--- src/shared/ide_cfg_regs.svh ---
// Purpose: offsets, field positions and reset values of the IDE configuration bank
// Assumes: offsets are configuration-space byte addresses, dword aligned on decode
// Notes:   definitions only
`ifndef IDE_CFG_REGS_SVH
`define IDE_CFG_REGS_SVH

`define OFF_SEC_CS_BASE      8'h1C
`define OFF_INT_LINE         8'h3C
`define OFF_INT_PIN          8'h3D
`define OFF_BUF_CTRL         8'h40
`define OFF_STRAP_CFG        8'h44
`define OFF_PCI_INT_ROUTE    8'h50

`define SEC_CS_BASE_LSB      3
`define SEC_CS_IO_SPACE      1'b1
`define INT_LINE_RST         8'h00
`define INT_PIN_VALUE        8'h02
`define BUF_CTRL_RST         8'h00
`define STRAP_CFG_OFF_VALUE  8'h00
`define PCI_INT_ROUTE_RST    2'h0

`define STRAP_HW_CFG_BIT     0
`define STRAP_BUF_BIT        7
`define ROUTE_PRI_BIT        0
`define ROUTE_SEC_BIT        1

`endif

--- src/shared/ide_cfg_pkg.sv ---
// Purpose: types shared by the IDE configuration bank
// Assumes: nothing beyond the register header
// Notes:   the whole block state is one packed struct
`default_nettype none
package ide_cfg_pkg;

    typedef struct packed {
        logic        sel;
        logic        wr;
        logic [7:0]  addr;
        logic [3:0]  be;
        logic [31:0] wdata;
    } cfg_req_s;

    typedef struct packed {
        logic        done;
        logic [28:0] sec_cs_base;
        logic [7:0]  int_line;
        logic [7:0]  buf_ctrl;
        logic [7:0]  strap_cfg;
        logic [1:0]  route_en;
        logic        intb_n;
        logic        ack;
        logic [31:0] rdata;
    } cfg_state_s;

endpackage
`default_nettype wire

--- src/hw/ide_cfg_bank.sv ---
// Purpose: IDE function configuration registers 1Ch, 3Ch-3Dh, 40h, 44h, 50h
// Assumes: configuration cycles are presented one cycle wide, synchronous to REF_CLK_IN
// Notes:   one-cycle answer; strap byte caught on the first edge after reset release
//
// Behaviour
// RQ1 - secondary control/status base bits 31:3 writable, giving an 8-byte window
// RQ2 - base bits 2:1 read zero, bit 0 reads one for I/O space
// RQ3 - host reaches alternate status at window offset 6h; two bytes decoded
// RQ4 - interrupt line byte at 3Ch, read/write, resets to 00h, informational only
// RQ5 - firmware writes the interrupt line byte with the wired request level
// RQ6 - interrupts go out on shared INTB# or on legacy direct lines
// RQ7 - in legacy scheme software leaves line and PCI routing at zero
// RQ8 - interrupt pin byte at 3Dh always reads 02h
// RQ9 - PCI interrupt signalling gated per channel by routing enables at 50h
// RQ10 - buffering byte at 40h resets 00h; bits 7:4 secondary prefetch and post-write
// RQ11 - bits 3:0 are primary drive 1/0 prefetch and drive 1/0 post-write
// RQ12 - primary buffering bits preload from strap bit 7 when hardware config enabled
// RQ13 - strap byte at 44h caught from socket or common data lines by mode
// RQ14 - strap capture happens only when the global enable pin permits
// RQ15 - captured strap byte is the preload default for IDE timing
// RQ16 - with strap line 0 high, strap bit 7 enables primary buffering
// RQ17 - with strap line 0 low, bit 7 only reports the sampled line
// RQ18 - strap bit 0 written later selects compatible ranges or base registers
// RQ19 - writes to read-only or reserved bits ignored; reserved bits read zero
`include "ide_cfg_regs.svh"
`timescale 1ns/100ps
`default_nettype none

module ide_cfg_bank
    import ide_cfg_pkg::*;
(
    input  wire logic        REF_CLK_IN,
    input  wire logic        RSTN_IN,
    input  wire cfg_req_s    CFG_REQ_IN,
    input  wire logic [7:0]  STRAP_SOCKET_A_IN,
    input  wire logic [7:0]  STRAP_COMMON_IN,
    input  wire logic        FOUR_SOCKET_MODE_IN,
    input  wire logic        HW_CFG_PIN_EN_IN,
    input  wire logic        PRI_IDE_IRQ_IN,
    input  wire logic        SEC_IDE_IRQ_IN,
    output logic             CFG_ACK_OUT,
    output logic [31:0]      CFG_RDATA_OUT,
    output logic [31:0]      SEC_CS_BASE_OUT,
    output logic [7:0]       BUF_CTRL_OUT,
    output logic [7:0]       STRAP_CFG_OUT,
    output logic             COMPAT_SELECT_OUT,
    output logic             PCI_INTB_N_OUT
);

    cfg_state_s s_q;
    cfg_state_s s_d;

    function automatic logic hit(input logic [7:0] a, input logic [7:0] off);
        hit = (a[7:2] == off[7:2]);
    endfunction

    function automatic logic [7:0] lane0(input logic [7:0] old, input cfg_req_s r);
        lane0 = r.be[0] ? r.wdata[7:0] : old;
    endfunction

    logic [7:0] strap_src;
    logic       req_ok;
    logic       wr_ok;

    always_comb begin
        // mode picks which data lines carry the straps
        strap_src = FOUR_SOCKET_MODE_IN ? STRAP_COMMON_IN : STRAP_SOCKET_A_IN; // RQ13
        // requests are dropped until the strap byte is in, so a write cannot race the capture
        req_ok    = CFG_REQ_IN.sel && s_q.done;
        wr_ok     = req_ok && CFG_REQ_IN.wr;
        s_d       = s_q;
        s_d.ack   = req_ok;
        s_d.rdata = s_q.rdata;

        if (!s_q.done) begin
            s_d.done = 1'b1;
            if (HW_CFG_PIN_EN_IN) begin
                s_d.strap_cfg = strap_src; // RQ14 RQ17
            end else begin
                s_d.strap_cfg = `STRAP_CFG_OFF_VALUE; // RQ14
            end
            // primary buffering preload only when hardware configuration is on
            s_d.buf_ctrl[3:0] = {4{HW_CFG_PIN_EN_IN && strap_src[`STRAP_HW_CFG_BIT]
                                   && strap_src[`STRAP_BUF_BIT]}}; // RQ12 RQ16
        end

        // one request per cycle, so a write and a read never meet in one edge
        if (wr_ok) begin
            if (hit(CFG_REQ_IN.addr, `OFF_SEC_CS_BASE)) begin
                // bits 2:0 are fixed; only 31:3 store
                if (CFG_REQ_IN.be[0]) s_d.sec_cs_base[4:0] = CFG_REQ_IN.wdata[7:3]; // RQ1 RQ19
                if (CFG_REQ_IN.be[1]) s_d.sec_cs_base[12:5] = CFG_REQ_IN.wdata[15:8]; // RQ1
                if (CFG_REQ_IN.be[2]) s_d.sec_cs_base[20:13] = CFG_REQ_IN.wdata[23:16]; // RQ1
                if (CFG_REQ_IN.be[3]) s_d.sec_cs_base[28:21] = CFG_REQ_IN.wdata[31:24]; // RQ1
            end else if (hit(CFG_REQ_IN.addr, `OFF_INT_LINE)) begin
                s_d.int_line = lane0(s_q.int_line, CFG_REQ_IN); // RQ4 RQ19
            end else if (hit(CFG_REQ_IN.addr, `OFF_BUF_CTRL)) begin
                s_d.buf_ctrl = lane0(s_q.buf_ctrl, CFG_REQ_IN); // RQ10 RQ11
            end else if (hit(CFG_REQ_IN.addr, `OFF_STRAP_CFG)) begin
                s_d.strap_cfg = lane0(s_q.strap_cfg, CFG_REQ_IN); // RQ18
            end else if (hit(CFG_REQ_IN.addr, `OFF_PCI_INT_ROUTE)) begin
                if (CFG_REQ_IN.be[0]) s_d.route_en = CFG_REQ_IN.wdata[1:0]; // RQ9
            end
        end

        if (req_ok && !CFG_REQ_IN.wr) begin
            if (hit(CFG_REQ_IN.addr, `OFF_SEC_CS_BASE)) begin
                s_d.rdata = {s_q.sec_cs_base, 2'b00, `SEC_CS_IO_SPACE}; // RQ2
            end else if (hit(CFG_REQ_IN.addr, `OFF_INT_LINE)) begin
                s_d.rdata = {16'h0000, `INT_PIN_VALUE, s_q.int_line}; // RQ8
            end else if (hit(CFG_REQ_IN.addr, `OFF_BUF_CTRL)) begin
                s_d.rdata = {24'h000000, s_q.buf_ctrl};
            end else if (hit(CFG_REQ_IN.addr, `OFF_STRAP_CFG)) begin
                s_d.rdata = {24'h000000, s_q.strap_cfg};
            end else if (hit(CFG_REQ_IN.addr, `OFF_PCI_INT_ROUTE)) begin
                s_d.rdata = {30'h00000000, s_q.route_en}; // RQ19
            end else begin
                s_d.rdata = 32'h00000000;
            end
        end

        // shared line is active low; each channel passes only when routed
        s_d.intb_n = !((PRI_IDE_IRQ_IN && s_q.route_en[`ROUTE_PRI_BIT])
                    || (SEC_IDE_IRQ_IN && s_q.route_en[`ROUTE_SEC_BIT])); // RQ6 RQ9
    end

    // async reset loads constants only; straps are caught on the first clocked
    // edge instead, so a strap line glitch during reset cannot corrupt state
    always_ff @(posedge REF_CLK_IN or negedge RSTN_IN) begin
        if (!RSTN_IN) begin
            s_q.done        <= 1'b0;
            s_q.sec_cs_base <= 29'h00000000;
            s_q.int_line    <= `INT_LINE_RST; // RQ4
            s_q.buf_ctrl    <= `BUF_CTRL_RST; // RQ10
            s_q.strap_cfg   <= `STRAP_CFG_OFF_VALUE;
            s_q.route_en    <= `PCI_INT_ROUTE_RST;
            s_q.intb_n      <= 1'b1;
            s_q.ack         <= 1'b0;
            s_q.rdata       <= 32'h00000000;
        end else begin
            s_q <= s_d;
        end
    end

    assign CFG_ACK_OUT       = s_q.ack;
    assign CFG_RDATA_OUT     = s_q.rdata;
    assign SEC_CS_BASE_OUT   = {s_q.sec_cs_base, 2'b00, `SEC_CS_IO_SPACE};
    assign BUF_CTRL_OUT      = s_q.buf_ctrl;
    assign STRAP_CFG_OUT     = s_q.strap_cfg; // RQ15
    assign COMPAT_SELECT_OUT = s_q.strap_cfg[`STRAP_HW_CFG_BIT]; // RQ18
    assign PCI_INTB_N_OUT    = s_q.intb_n;

    logic rd_base;
    logic rd_pin;
    assign rd_base = CFG_REQ_IN.sel && !CFG_REQ_IN.wr && hit(CFG_REQ_IN.addr, `OFF_SEC_CS_BASE);
    assign rd_pin  = CFG_REQ_IN.sel && !CFG_REQ_IN.wr && hit(CFG_REQ_IN.addr, `OFF_INT_LINE);

    a_base_io_bits: assert property (@(posedge REF_CLK_IN) disable iff (!RSTN_IN) // RQ2
        SEC_CS_BASE_OUT[2:0] == 3'h1)
        else $error("base low bits not 001");

    a_base_read_back: assert property (@(posedge REF_CLK_IN) disable iff (!RSTN_IN) // RQ1
        rd_base && s_q.done |=> CFG_ACK_OUT && CFG_RDATA_OUT == SEC_CS_BASE_OUT)
        else $error("base read mismatch");

    a_pin_reads_two: assert property (@(posedge REF_CLK_IN) disable iff (!RSTN_IN) // RQ8
        rd_pin && s_q.done |=> CFG_RDATA_OUT[15:8] == 8'h02 && CFG_RDATA_OUT[31:16] == 16'h0)
        else $error("interrupt pin not 02h");

    a_line_holds_write: assert property (@(posedge REF_CLK_IN) disable iff (!RSTN_IN) // RQ4
        s_q.done && CFG_REQ_IN.sel && CFG_REQ_IN.wr && CFG_REQ_IN.be[0]
        && hit(CFG_REQ_IN.addr, `OFF_INT_LINE)
        |=> s_q.int_line == $past(CFG_REQ_IN.wdata[7:0]))
        else $error("interrupt line write lost");

    a_intb_gating: assert property (@(posedge REF_CLK_IN) disable iff (!RSTN_IN) // RQ9
        ##1 PCI_INTB_N_OUT == !(($past(PRI_IDE_IRQ_IN) && $past(s_q.route_en[0]))
                             || ($past(SEC_IDE_IRQ_IN) && $past(s_q.route_en[1]))))
        else $error("INTB not gated by routing enables");

    a_strap_capture: assert property (@(posedge REF_CLK_IN) disable iff (!RSTN_IN) // RQ13
        !s_q.done && HW_CFG_PIN_EN_IN |=> STRAP_CFG_OUT ==
            $past(FOUR_SOCKET_MODE_IN ? STRAP_COMMON_IN : STRAP_SOCKET_A_IN))
        else $error("strap byte not captured");

    a_strap_disabled: assert property (@(posedge REF_CLK_IN) disable iff (!RSTN_IN) // RQ14
        !s_q.done && !HW_CFG_PIN_EN_IN |=> STRAP_CFG_OUT == 8'h00 && BUF_CTRL_OUT == 8'h00)
        else $error("capture happened while disabled");

    a_buf_preload: assert property (@(posedge REF_CLK_IN) disable iff (!RSTN_IN) // RQ12
        !s_q.done |=> BUF_CTRL_OUT[3:0] == {4{STRAP_CFG_OUT[0] && STRAP_CFG_OUT[7]}}
                      && BUF_CTRL_OUT[7:4] == 4'h0)
        else $error("primary buffering preload wrong");

    a_route_reserved: assert property (@(posedge REF_CLK_IN) disable iff (!RSTN_IN) // RQ19
        CFG_REQ_IN.sel && !CFG_REQ_IN.wr && s_q.done && hit(CFG_REQ_IN.addr, `OFF_PCI_INT_ROUTE)
        |=> CFG_ACK_OUT && CFG_RDATA_OUT[31:2] == 30'h00000000)
        else $error("routing read answer malformed");

    // helper decodes for the checks below; the logic above does not read them
    logic wr_any;
    logic rd_any;
    logic rd_none;
    logic wr_base;
    logic wr_buf;
    logic wr_strap;
    logic wr_route;
    assign wr_any   = CFG_REQ_IN.sel && CFG_REQ_IN.wr && s_q.done;
    assign rd_any   = CFG_REQ_IN.sel && !CFG_REQ_IN.wr && s_q.done;
    assign wr_base  = wr_any && hit(CFG_REQ_IN.addr, `OFF_SEC_CS_BASE);
    assign wr_buf   = wr_any && hit(CFG_REQ_IN.addr, `OFF_BUF_CTRL);
    assign wr_strap = wr_any && hit(CFG_REQ_IN.addr, `OFF_STRAP_CFG);
    assign wr_route = wr_any && hit(CFG_REQ_IN.addr, `OFF_PCI_INT_ROUTE);
    assign rd_none  = rd_any
                   && !hit(CFG_REQ_IN.addr, `OFF_SEC_CS_BASE)
                   && !hit(CFG_REQ_IN.addr, `OFF_INT_LINE)
                   && !hit(CFG_REQ_IN.addr, `OFF_BUF_CTRL)
                   && !hit(CFG_REQ_IN.addr, `OFF_STRAP_CFG)
                   && !hit(CFG_REQ_IN.addr, `OFF_PCI_INT_ROUTE);

    // acknowledge timing
    a_ack_follows_req: assert property (@(posedge REF_CLK_IN) disable iff (!RSTN_IN) // RQ19
        wr_any || rd_any
        |=> CFG_ACK_OUT)
        else $error("accepted request got no acknowledge");

    a_ack_single_pulse: assert property (@(posedge REF_CLK_IN) disable iff (!RSTN_IN) // RQ19
        !(wr_any || rd_any)
        |=> !CFG_ACK_OUT)
        else $error("acknowledge without accepted request");

    a_capture_drops_req: assert property (@(posedge REF_CLK_IN) disable iff (!RSTN_IN) // RQ14
        !s_q.done
        |=> !CFG_ACK_OUT)
        else $error("request answered during strap capture");

    // register write, unmapped read and hold behaviour
    a_base_full_write: assert property (@(posedge REF_CLK_IN) disable iff (!RSTN_IN) // RQ1
        wr_base && CFG_REQ_IN.be == 4'hF
        |=> SEC_CS_BASE_OUT[31:3] == $past(CFG_REQ_IN.wdata[31:3]))
        else $error("base write not stored");

    a_buf_write: assert property (@(posedge REF_CLK_IN) disable iff (!RSTN_IN) // RQ10
        wr_buf && CFG_REQ_IN.be[0]
        |=> BUF_CTRL_OUT == $past(CFG_REQ_IN.wdata[7:0]))
        else $error("buffering write not stored");

    a_strap_write: assert property (@(posedge REF_CLK_IN) disable iff (!RSTN_IN) // RQ18
        wr_strap && CFG_REQ_IN.be[0]
        |=> STRAP_CFG_OUT == $past(CFG_REQ_IN.wdata[7:0]) && COMPAT_SELECT_OUT == $past(CFG_REQ_IN.wdata[0]))
        else $error("strap byte write not stored");

    a_route_write: assert property (@(posedge REF_CLK_IN) disable iff (!RSTN_IN) // RQ9
        wr_route && CFG_REQ_IN.be[0]
        |=> s_q.route_en == $past(CFG_REQ_IN.wdata[1:0]))
        else $error("routing enables not stored");

    a_unmapped_zero: assert property (@(posedge REF_CLK_IN) disable iff (!RSTN_IN) // RQ19
        rd_none
        |=> CFG_ACK_OUT && CFG_RDATA_OUT == 32'h00000000)
        else $error("unmapped read not zero");

    a_regs_hold: assert property (@(posedge REF_CLK_IN) disable iff (!RSTN_IN) // RQ4
        s_q.done && !wr_any
        |=> $stable(BUF_CTRL_OUT) && $stable(STRAP_CFG_OUT)
            && $stable(SEC_CS_BASE_OUT) && $stable(s_q.int_line))
        else $error("register changed without a write");

    a_rdata_holds: assert property (@(posedge REF_CLK_IN) disable iff (!RSTN_IN) // RQ19
        !rd_any
        |=> $stable(CFG_RDATA_OUT))
        else $error("read data changed without a read");

    // strap capture
    a_strap_line0_low: assert property (@(posedge REF_CLK_IN) disable iff (!RSTN_IN) // RQ17
        !s_q.done && HW_CFG_PIN_EN_IN && !strap_src[0]
        |=> BUF_CTRL_OUT[3:0] == 4'h0 && STRAP_CFG_OUT[7] == $past(strap_src[7]))
        else $error("strap bit 7 used with line 0 low");

    a_strap_line0_high: assert property (@(posedge REF_CLK_IN) disable iff (!RSTN_IN) // RQ16
        !s_q.done && HW_CFG_PIN_EN_IN && strap_src[0]
        |=> BUF_CTRL_OUT[3:0] == {4{$past(strap_src[7])}})
        else $error("strap bit 7 not applied with line 0 high");

    // shared interrupt
    a_intb_idle: assert property (@(posedge REF_CLK_IN) disable iff (!RSTN_IN) // RQ9
        s_q.route_en == 2'h0
        |=> PCI_INTB_N_OUT)
        else $error("shared interrupt active with routing off");

    a_intb_follows_pri: assert property (@(posedge REF_CLK_IN) disable iff (!RSTN_IN) // RQ6
        PRI_IDE_IRQ_IN && s_q.route_en[0]
        |=> !PCI_INTB_N_OUT)
        else $error("primary request not on shared line");

    a_intb_follows_sec: assert property (@(posedge REF_CLK_IN) disable iff (!RSTN_IN) // RQ6
        SEC_IDE_IRQ_IN && s_q.route_en[1]
        |=> !PCI_INTB_N_OUT)
        else $error("secondary request not on shared line");

endmodule
`default_nettype wire

--- config.mk ---
export PLATFORM = sky130hd
export DESIGN_NAME = ide_cfg_bank
export DESIGN_NICKNAME = d
export VERILOG_FILES = /design/src/shared/ide_cfg_pkg.sv /design/src/hw/ide_cfg_bank.sv
export VERILOG_INCLUDE_DIRS = /design/src /design/src/shared
export SDC_FILE = /design/constraint.sdc
export NUM_CORES = 1
export LEC_CHECK = 0
export ABC_AREA = 1
export ABC_CLOCK_PERIOD_IN_PS = 1900
export BUFFER_PORTS_ARGS = -buffer_cell sky130_fd_sc_hd__buf_2
export CAP_MARGIN = 5
export CORE_ASPECT_RATIO = 1.1
export CORE_MARGIN = 2
export CORE_UTILIZATION = 42
export CTS_BUF_LIST = sky130_fd_sc_hd__clkbuf_8
export DETAILED_ROUTE_END_ITERATION = 10
export PLACE_DENSITY = 0.78
export SLEW_MARGIN = 20
export SYNTH_ARGS = -nofsm -noshare
export SYNTH_HDL_FRONTEND = slang
export SYNTH_SLANG_ARGS = --single-unit
--- constraint.sdc ---
create_clock -name REF_CLK_IN -period 1.9 [get_ports REF_CLK_IN]
set_input_delay 0 -clock REF_CLK_IN [delete_from_list [all_inputs] [get_ports REF_CLK_IN]]
set_output_delay 0 -clock REF_CLK_IN [all_outputs]
set_load 0.05 [all_outputs]
## Word-level counts from Yosys, hierarchy flattened

Index checks and enable logic that the tools add are counted.

- Eq/ne operators: 7
- Multiplexer cells: 19
- Bitwise logic cells: 4
- Reduce and logical (&&, ||, !) cells: 17

Operator list:

| cell | number |
|---|---|
| $mux W8 | 6 |
| $mux W14 | 3 |
| $mux W32 | 1 |
| $mux W10 | 2 |
| $eq A6 B5 Y1 const B | 3 |
| $mux W12 | 1 |
| $reduce_and A3 Y1 | 4 |
| $mux W2 | 4 |
| $mux W4 | 2 |
| $logic_and A1 B1 Y1 | 7 |
| $reduce_and A7 Y1 | 1 |
| $eq A6 B3 Y1 const B | 1 |
| $eq A6 B4 Y1 const B | 1 |
| $ne A6 B4 Y1 const B | 1 |
| $ne A5 B3 Y1 const B | 1 |
| $reduce_and A5 Y1 | 1 |
| $not A1 Y1 | 4 |
| $reduce_and A4 Y1 | 1 |
| $logic_not A1 Y1 | 2 |
| $logic_or A1 B1 Y1 | 1 |

- Register bits after elaboration: 90
- Bits of input ports: 68
- Logic and storage cells: 60

## Longest topological paths before layout

Gate-level depths: netlist of run 1.

- Depth after elaboration: 9
- Depth in mapped cells: 9

## Worst setup path after synthesis of run 1

No wires, ideal clock.

- Path type: register to register
- Start: register s_q[89] in the netlist's numbering
- End: register s_q, in the netlist STRAP_CFG_OUT[0]
- Arrival: 1329 ps
- Slack: 445 ps
- Stages on the path, launching flop included: 9
- Buffers on the path: 1
- Period minus slack after synthesis: 1455 ps
- Path through: dfrtp_1 -> buf_4 -> nand2_4 -> nor2_2 -> nand2_2 -> nor2_4 -> inv_2 -> nand2_1 -> nand3_1

- Longest elaborated chain between the ends: 6

Ends and longest elaborated chain:

| what | RTL line | text |
|---|---|---|
| start: declaration | ide_cfg_bank.sv:50 | `cfg_state_s s_q;` |
| $mux W12 | ide_cfg_bank.sv:75 | `if (!s_q.done) begin` |
| $mux W8 | ide_cfg_bank.sv:99 | `` end else if (hit(CFG_REQ_IN.addr, `OFF_STRAP_CFG)) begin `` |
| $mux W10 | ide_cfg_bank.sv:97 | `` end else if (hit(CFG_REQ_IN.addr, `OFF_BUF_CTRL)) begin `` |
| $mux W14 | ide_cfg_bank.sv:95 | `` end else if (hit(CFG_REQ_IN.addr, `OFF_INT_LINE)) begin `` |
| $mux W14 | ide_cfg_bank.sv:89 | `` if (hit(CFG_REQ_IN.addr, `OFF_SEC_CS_BASE)) begin `` |
| $mux W14 | ide_cfg_bank.sv:88 | `if (wr_ok) begin` |

Several ways; a longest one is shown, not always the timed one.
A chain may end at the register's enable or synchronous reset.

## Worst setup path in the final report of run 1

- Start: register s_q[89] in the netlist's numbering
- End: register s_q, in the netlist STRAP_CFG_OUT[5]

Same word-level chain as after synthesis.

==> results.toml, run 1 <==
[cts]
cts_tree = "done"
clock_latency_ps = 350
htree_levels = 3
clk_path_buf_depth = 2
cts_buffers = 9
clock_sinks = 90
cts-root-buf = "clkbuf_8"
cts_resized = 0
clkSlewWorstSetupHoldPaths_ps = 90

[placement]
gp_congestion = 0.7902
hpwl_mm = 8.225
io_buffers = 145

[global_routing]
grt_pass1_wl_mm = 18.62
grt_overflow_total = 0
grt_antenna_before_repair = 0
track_usage_pct = 19.01
grt_pass1_vias = 3904
grt_start_max_net_pins = 56

[timing]
fmax_mhz = 678.8
fin_crit_ps = 1473
hold-worst-slack_ps = 39.12
slew_violations = 0
finalSetupViolations = 0
tns_ps = 0
hold_viol_final = 0
rsz0062_at_grt = "no"
fin_crit_sh_pct = 77.53
finClkSkew_ps = 7.195

[die]
pin_count = 151
num_rows = 41
dieArea_sq_mm = 0.01240
initial_core_util_pct = 42.70
core_area_sq_mm = 0.01134
fp.dieH_um = 116.6
die_w_um = 106.4

[setup_path]
cp_cell_sequence = "buf_4, inv_1, nand2_1, inv_1, o21ai_0, o21ai_0, nand2_1, nand3_1"
cp-end-kind = "register"
cpPeakStageDelay_ps = 420
worst_setup_path_start_kind = "register"
path_buf_inv = 3
cpLargestDelayFamily = "buffers and inverters"
r2r_slack_ps = 430
cp_max_fo = 8
critical_path_class = "register to register"
required_ps = 2190
crit_arrival_ps = 1760
critPathSlowestCell = "dfrtp_1"

[synth]
syn_area_per_cell_sq_um = 8.478
synth-edff-count = 0
synth_ff_type = "dfrtp_1"
synth_cell_types = 32
synth_area_sq_mm = 0.004841
synth_warnings = 0
synth-seq-cells = 90
synth-async-reset-ratio_pct = 100.0
synthCells = 571
yosysSeqAreaShare_pct = 46.55

[cells_and_area]
finish.utilization_pct = 50.58
diodes = 0
drive_gt1_share_pct = 32.17
ff_latch_area_sq_mm = 0.002253
nets = 750
nFillCells = 1067
area_growth_pct = 18.45
multi_input_area_sq_mm = 0.001688

[power_and_ir_drop]
p_leak_uw = 0.003164
p_per_area_mw_per_mm2 = 706.1
ir_worst_vdd_v = 0.0003897

[detailed_routing]
ant_nets = 0
wirelength_mm = 11.38
drt_iter0_markers = 223
wl_per_cell_um = 13.60
firstDrtPassIters = 7
drc = 0
viasPerCell = 4.747
via_count = 3973

[outcome]
outcome = "finished, final reports clean"

[hold_path]
hp-class = "primary input to register"

[run]
max_cap_violations = 0
[report_power, final]
group          leakage (uW)  internal, uW  switching (uW)  total [uW]
registers           0.00122          1980            51.5        2040
clock network      0.000105           609             674        1280
logic               0.00184           224             506         730
total               0.00316          2820            1230        4050
[state kept, by name, indices dropped and copies added, names as in the netlist]
register         cells
STRAP_CFG_OUT        8
SEC_CS_BASE_OUT     29
s_q                 11
BUF_CTRL_OUT         8
CFG_ACK_OUT          1
PCI_INTB_N_OUT       1
CFG_RDATA_OUT       32
[per-stage QoR]
step	total power, uW	cell area [sq um]	worst slack (ps)	cells
finish	4049	5734	426.9	837
global route	4237	5734	269.4	837
CTS	4101	5734	427.7	837
detailed placement	2752	5170	436.0	784
global placement	2743	5170	473.3	784
floorplan	2590	4848	444.8	573
[kinds of logic (layout without fill, tap and decap cells)]
logic type	Yosys count	count (layout)	share of synthesized area, %
AOI/OAI and AO/OA	74	74	9.925
other	2	4	0.1551
buffers and inverters	152	266	18.74
DFF	90	90	46.55
and+or+nand+nor	253	253	24.63
[metal layers]
layer,global-route usage (%),part of all wire (%),vias to the layer above
met5,0,0,-
met4,5.789,0.88,0
met3,3.683,5.8,6
met2,33.12,50,152
met1,24.10,44,1854
li1,-,-,1961
[cells in the mapped netlist (4+ instances only)]
cell	count	area (sq um)
dfrtp_1	89	2227
o21ai_2	24	210.2
nand2_1	135	506.7
o21ai_0	33	165.2
o211ai_1	4	30.03
buf_4	81	608.1
clkbuf_1	4	15.01
nand3_1	66	330.3
nor2_1	29	108.9
nor2_4	4	45.04
inv_1	52	195.2
o22ai_1	4	25.02
buf_2	8	40.04
nand2_2	5	31.28
o21ai_1	4	20.02
[cell type report]
cell class	instances	area share [%]
flip-flops and latches	90	39.30
multi-input cells	331	29.43
repair buffers	194	20.95
inverters	56	3.666
well taps	150	3.273
clock buffers	9	2.160
clock inverters	7	1.222
[worst paths after layout]
kind	start	end	cells past startpoint
worst min register to register	CFG_RDATA_OUT[18]	CFG_RDATA_OUT[18]	2
worst max register to register	s_q[89]	STRAP_CFG_OUT[5]	8
worst min-delay path	STRAP_COMMON_IN[4]	STRAP_CFG_OUT[4]	5
max in group asynchronous	RSTN_IN	STRAP_CFG_OUT[6]	3
worst max-delay path	s_q[89]	STRAP_CFG_OUT[5]	8
min in group asynchronous	RSTN_IN	s_q[59]	3
[layout by cell type, fill, tap and decap left out, types with 2 or more instances in the layout]
master         synthesis  layout
buf_2                  8     144
nand2_1              135     135
dfrtp_1               89      89
nand3_1               66      66
inv_1                 52      53
dlygate4sd3_1          0      37
o21ai_0               33      33
nor2_1                29      29
o21ai_2               24      24
buf_4                 81      12
clkbuf_8               0       9
nand2_2                5       5
nor2_4                 4       4
o21ai_1                4       4
o211ai_1               4       4
o22ai_1                4       4
conb_1                 2       4
inv_2                  3       3
a21oi_1                3       3
nand3_4                3       3
nand3_2                2       2
nor2_2                 2       2
nand4_1                2       2
clkinv_4               0       2
clkinv_2               0       2
[tightest hold or removal path: cells and delay by family]
kind / cells / cell delay, ps
AND/OR/NAND/NOR: 3 / 170
AO/OA/AOI/OAI: 1 / 110
buffers and inverters: 1 / 80
[what timing repair did]
item                                   4_1_cts  5_1_grt
hold buffers                                37        0
setup buffers                                0        0
endpoints found under the hold margin      144        0
setup endpoints to repair                    0        0
Power figures use the tool's default switching activity.
==> run 2, diff against run 1 <==
--- a/config.mk
+++ b/config.mk
@@ -7,7 +7,7 @@
 export NUM_CORES = 1
 export LEC_CHECK = 0
 export ABC_AREA = 1
-export ABC_CLOCK_PERIOD_IN_PS = 1900
+export ABC_CLOCK_PERIOD_IN_PS = 1400
 export BUFFER_PORTS_ARGS = -buffer_cell sky130_fd_sc_hd__buf_2
 export CAP_MARGIN = 5
 export CORE_ASPECT_RATIO = 1.1
==> constraint.sdc (replaced) <==
create_clock -name REF_CLK_IN -period 1.4 [get_ports REF_CLK_IN]
set_input_delay 0 -clock REF_CLK_IN [delete_from_list [all_inputs] [get_ports REF_CLK_IN]]
set_output_delay 0 -clock REF_CLK_IN [all_outputs]
set_load 0.05 [all_outputs]
==> run 2 against run 1 <==
The flow now finishes with violations (setup timing). Fmax rose by 4.0%. Non-clock buffer count rose by 8. Sequential cell count did not move. Combinational power rose by 40%. Setup slack got worse by 440 ps. Routed wire length rose by 5.9%. Clock skew rose by 1.8 ps. First-iteration DRC count fell by 17%. Sequential power rose by 36%. Cell count rose by 1.1%. Clock-buffer cell count rose by 2.
==> results.toml, run 2 (same netlist as run 1, synthesis figures left out) <==
[cells_and_area]
diodes = 0
nets = 760
multi_input_area_sq_mm = 0.001745
nFillCells = 1060
drive_gt1_share_pct = 33.62
final_common_cell = "buf_2"
largest_reg_flops = 32
area_growth_pct = 22.36
instances_no_fill = 846
ff_latch_area_sq_mm = 0.002253
mostFrequentLayoutCells = "buf_2 (144), nand2_1 (132), dfrtp_1 (89)"
final_area_sq_mm = 0.005923

[die]
pin_count = 151
fp.dieH_um = 116.6
die_w_um = 106.4
dieArea_sq_mm = 0.01240
initial_core_util_pct = 42.70
num_rows = 41
core_area_sq_mm = 0.01134

[cts]
clock_sinks = 90
cts-root-buf = "clkbuf_8"
clk_path_buf_depth = 2
cts_tree = "done"
htree_levels = 3
clkSlewWorstSetupHoldPaths_ps = 80
cts_buffers = 9
clock_latency_ps = 360

[power_and_ir_drop]
p_leak_uw = 0.003261
clkPwrFrac_pct = 34.0
ir_worst_vdd_v = 0.0004944
p_sw_share_pct = 28.63
p_per_area_mw_per_mm2 = 968.6
combPwrFrac_pct = 17.8
p_switching_uw = 1642
p_seq_share_pct = 48.3
p_int_uw = 4095

[global_routing]
grt_antenna_before_repair = 0
grt_start_max_net_pins = 91
grt_pass1_vias = 3917
grt_overflow_total = 0
grt_pass1_wl_mm = 18.95
track_usage_pct = 19.36

[hold_path]
hold_path_startpoint = "STRAP_COMMON_IN[1]"
hp-class = "primary input to register"

[setup_path]
critical_path_class = "register to register"
required_ps = 1640
cpPeakStageDelay_ps = 430
cp_max_fo = 10
cp-end-kind = "register"
crit_arrival_ps = 1660
worst_setup_path_start_kind = "register"
critPathSlowestCell = "dfrtp_1"
r2r_slack_ps = -20
crit_top_cell = "nand2_4"
cp_cell_sequence = "nand2_4, nor3b_4, buf_4, buf_6, nand2_4, nand2_1, o21ai_0"
crit_start = "s_q[89]"
timing.rr.start = "s_q[89]"

[timing]
finClkSkew_ps = 8.975
fin_crit_sh_pct = 101.2
rsz0062_at_grt = "yes"
worstMarginPinSlew_ps = 505.7
tns_ps = -32.41
slew_violations = 0
slew_headroom_pct = 66.29
fmax_mhz = 705.9
hold-worst-slack_ps = 39.98
finalSetupViolations = 4
fin_crit_ps = 1417
hold_viol_final = 0
finalWorstSetupSlack_ps = -16.70

[detailed_routing]
wl_per_cell_um = 14.25
via_count = 4042
firstDrtPassIters = 4
wirelength_mm = 12.06
viasPerCell = 4.778
drt_iter0_markers = 185
drc = 0
ant_nets = 0

[placement]
hpwl_mm = 8.352
placed_area_sq_mm = 0.005238
gp_congestion = 0.7632
io_buffers = 145
dp.cells = 789

[outcome]
violations = "setup timing"
outcome = "complete, but fails checks"

[run]
max_cap_violations = 0
run 2: cell types whose count changed in the layout (fill, tap and decap cells not counted), moves of 3 or more:
cell | previous run | this run
buf_12 | 1 | 4
buf_4 | 12 | 16
nand2_1 | 135 | 132
o21ai_0 | 33 | 29
o21ai_1 | 4 | 8
run 2: worst paths after layout:
| check | to | cells past startpoint |
|---|---|---|
| max in group asynchronous | CFG_RDATA_OUT[11] | 3 |
| worst max register to register | SEC_CS_BASE_OUT[3] | 7 |
| worst min register to register | CFG_RDATA_OUT[0] | 2 |
| min in group asynchronous | BUF_CTRL_OUT[0] | 3 |
| worst max-delay path | SEC_CS_BASE_OUT[3] | 7 |
| worst min-delay path | STRAP_CFG_OUT[1] | 5 |
run 2: power groups by stage:
| stage | Sequential [uW] | Clock (uW) | Combinational (uW) |
|---|---|---|---|
| 6_report | 2770 | 1950 | 1020 |
| 5_1_grt | 2780 | 2110 | 1110 |
| 4_1_cts | 2770 | 2010 | 1010 |
| 3_5_place_dp | 2820 | 0 | 929 |
| 3_3_place_gp | 2820 | 0 | 922 |
| 2_1_floorplan | 2810 | 0 | 702 |
run 2: what timing repair did:
item	CTS	global route
pin swaps	0	5
buffers inserted	0	4
gates cloned	0	2
hold buffers	36	0
endpoints found under the hold margin	146	0
gates resized for setup	0	14
setup endpoints to repair	3	40
run 2: metrics by stage:
step / utilization, % / setup WS, ps / total power, uW
floorplan: - / -13.56 / 3517
global placement: 46.20 / 82.23 / 3738
detailed placement: 46.20 / 0.8598 / 3748
CTS: 51.31 / -14.85 / 5783
global route: 52.25 / -71.83 / 5997
finish: 52.25 / -16.70 / 5737
run 2: cell type report:
| type | instances | area share (%) |
|---|---|---|
| clock buffer | 11 | 2.556 |
| clock inverter | 4 | 1.141 |
| inverter | 56 | 3.612 |
| multi-input combinational | 333 | 29.47 |
| sequential | 90 | 38.04 |
| tap | 150 | 3.169 |
| timing repair buffer | 202 | 22.01 |
run 2: critical path: cells and delay by family, from the launching register on:
kind | cells | cell delay (ps)
AND/OR/NAND/NOR | 4 | 530
buffers and inverters | 2 | 260
flip-flops | 1 | 430
AO/OA/AOI/OAI | 1 | 80
run 2: layer usage:
| layer | global-route usage (%) | part of all wire (%) |
|---|---|---|
| met1 | 23.19 | 41 |
| met5 | 0 | 0 |
| met2 | 35.09 | 51 |
| met3 | 4.688 | 6.6 |
| met4 | 4.912 | 0.80 |
==> run 3, diff against run 2 <==
--- a/config.mk
+++ b/config.mk
@@ -7,15 +7,15 @@
 export NUM_CORES = 1
 export LEC_CHECK = 0
 export ABC_AREA = 1
-export ABC_CLOCK_PERIOD_IN_PS = 1400
+export ABC_CLOCK_PERIOD_IN_PS = 1600
 export BUFFER_PORTS_ARGS = -buffer_cell sky130_fd_sc_hd__buf_2
 export CAP_MARGIN = 5
 export CORE_ASPECT_RATIO = 1.1
 export CORE_MARGIN = 2
 export CORE_UTILIZATION = 42
-export CTS_BUF_LIST = sky130_fd_sc_hd__clkbuf_8
 export DETAILED_ROUTE_END_ITERATION = 10
 export PLACE_DENSITY = 0.78
+export SETUP_SLACK_MARGIN = 0.05
 export SLEW_MARGIN = 20
 export SYNTH_ARGS = -nofsm -noshare
 export SYNTH_HDL_FRONTEND = slang
==> constraint.sdc (replaced) <==
create_clock -name REF_CLK_IN -period 1.6 [get_ports REF_CLK_IN]
set_input_delay 0 -clock REF_CLK_IN [delete_from_list [all_inputs] [get_ports REF_CLK_IN]]
set_output_delay 0 -clock REF_CLK_IN [all_outputs]
set_load 0.05 [all_outputs]
==> run 3 against run 2 <==
The run now ends clean. Combinational power shrank 15%. Worst hold slack gained 20 ps. First-iteration DRC count grew 22%. Total power shrank 2.4%. Clock-buffer cell count shrank 2. Cell count shrank 0.71%. Final area shrank 0.44%. Sequential cell count is the same. Sequential power shrank 13%. Register-to-register slack gained 180 ps. Fmax shrank 1.7%. Critical endpoint is now BUF_CTRL_OUT[0]. Highest routed layer unchanged.
==> results.toml, run 3 (same netlist as run 1, synthesis figures left out) <==
[outcome]
outcome = "finished, final reports clean"

[timing]
fmax_mhz = 693.7
tns_ps = 0
rsz0062_at_grt = "yes"
fin_crit_sh_pct = 90.10
fin_crit_ps = 1442
slew_violations = 0
hold_viol_final = 0
finalSetupViolations = 0
hold-worst-slack_ps = 59.75
finClkSkew_ps = 6.067

[setup_path]
cp-end-kind = "register"
worst_setup_path_start_kind = "register"
crit_start = "s_q[89]"
critical_path_class = "register to register"
cpPeakStageDelay_ps = 390
required_ps = 1810
critPathSlowestCell = "dfrtp_1"
timing.rr.start = "s_q[89]"
crit_arrival_ps = 1650
cp_max_fo = 16
cpLargestDelayFamily = "simple AND/OR/NAND/NOR gates"
path_buf_inv = 0
cp_cell_sequence = "nand2_4, nor3b_4, nand2_2, nand3_1, o211ai_1"

[power_and_ir_drop]
p_int_uw = 4007
p_sw_share_pct = 28.41
p_per_area_mw_per_mm2 = 949.3
clkPwrFrac_pct = 41.2
ir_worst_vdd_v = 0.0004055
p_switching_uw = 1590
p_leak_uw = 0.003222
p_seq_share_pct = 43.3
combPwrFrac_pct = 15.5

[die]
fp.dieH_um = 116.6
die_w_um = 106.4
dieArea_sq_mm = 0.01240
pin_count = 151
core_area_sq_mm = 0.01134
initial_core_util_pct = 42.70
num_rows = 41

[run]
max_cap_violations = 0

[cells_and_area]
diodes = 0
multi_input_area_sq_mm = 0.001695
final_common_cell = "buf_2"
drive_gt1_share_pct = 32.90
nFillCells = 1083
ff_latch_area_sq_mm = 0.002253
nets = 753
mostFrequentLayoutCells = "buf_2 (144), nand2_1 (135), dfrtp_1 (89)"
largest_reg_flops = 32
area_growth_pct = 21.81

[detailed_routing]
drc = 0
drt_iter0_markers = 226
viasPerCell = 4.732
wl_per_cell_um = 13.72
firstDrtPassIters = 4
wirelength_mm = 11.52
ant_nets = 0
via_count = 3975

[cts]
cts_tree = "done"
cts_buffers = 9
htree_levels = 3
clk_path_buf_depth = 2
clock_sinks = 90
cts-root-buf = "clkbuf_16"
clock_latency_ps = 340
clkSlewWorstSetupHoldPaths_ps = 70

[global_routing]
grt_overflow_total = 0
grt_pass1_vias = 3800
grt_antenna_before_repair = 0
grt_start_max_net_pins = 35
grt_pass1_wl_mm = 18.39
track_usage_pct = 18.77

[placement]
io_buffers = 145
hpwl_mm = 8.430
gp_congestion = 0.7775

[hold_path]
hold_path_startpoint = "STRAP_SOCKET_A_IN[3]"
hp-class = "primary input to register"
[run 3: routing by layer]
| metal | up-vias | global-route usage (%) | wire length [um] |
|---|---|---|---|
| li1 | 1963 | - | - |
| met1 | 1865 | 23.13 | 4977 |
| met2 | 140 | 33.85 | 5801 |
| met3 | 7 | 3.739 | 658 |
| met4 | 0 | 4.825 | 83 |
| met5 | - | 0 | 0 |
[run 3: area by class of cell]
type | instances | share of cell area (%)
timing repair buffer | 197 | 20.71
clock buffer | 9 | 3.819
tap | 150 | 3.183
inverter | 56 | 3.628
sequential | 90 | 38.21
multi-input combinational | 331 | 28.75
clock inverter | 7 | 1.697
[run 3: final timing paths]
| path | to | slack [ps] | cells after the start |
|---|---|---|---|
| max in group asynchronous | CFG_RDATA_OUT[8] | 760 | 3 |
| min in group asynchronous | STRAP_CFG_OUT[6] | 130 | 2 |
| worst max register to register | BUF_CTRL_OUT[0] | 160 | 5 |
| worst min-delay path | STRAP_CFG_OUT[3] | 60 | 5 |
| worst min register to register | CFG_RDATA_OUT[18] | 470 | 2 |
| worst max-delay path | BUF_CTRL_OUT[0] | 160 | 5 |
[run 3: power by group through the flow]
stage	registers (uW)	logic [uW]	clock network [uW]
3_5_place_dp	2470	807	0
4_1_cts	2420	875	2340
3_3_place_gp	2460	800	0
6_report	2420	869	2300
5_1_grt	2430	938	2430
2_1_floorplan	2460	613	0
[run 3: what timing repair did]
action,4_1_cts,5_1_grt
setup endpoints to repair,0,5
gates resized for setup,0,2
setup buffers,0,0
hold endpoints to repair,113,0
hold buffers,36,0
[run 3: through the flow]
stage | setup WS [ps] | std cells | instance area [sq um] | util (%) | power (uW)
after floorplan | 144.8 | 573 | 4848 | - | 3076
after global placement | 185.8 | 788 | 5200 | 45.87 | 3262
after detailed placement | 158.8 | 788 | 5200 | 45.87 | 3272
after CTS | 170.1 | 840 | 5886 | 51.91 | 5642
after global routing | 39.74 | 840 | 5897 | 52.01 | 5801
final | 158.4 | 840 | 5897 | 52.01 | 5598
[run 3: worst min-delay path, stage by stage]
cell and delay (ps):
buf_2 80, nor2_1 30, o22ai_1 110, nand2_1 70
nand3_1 70
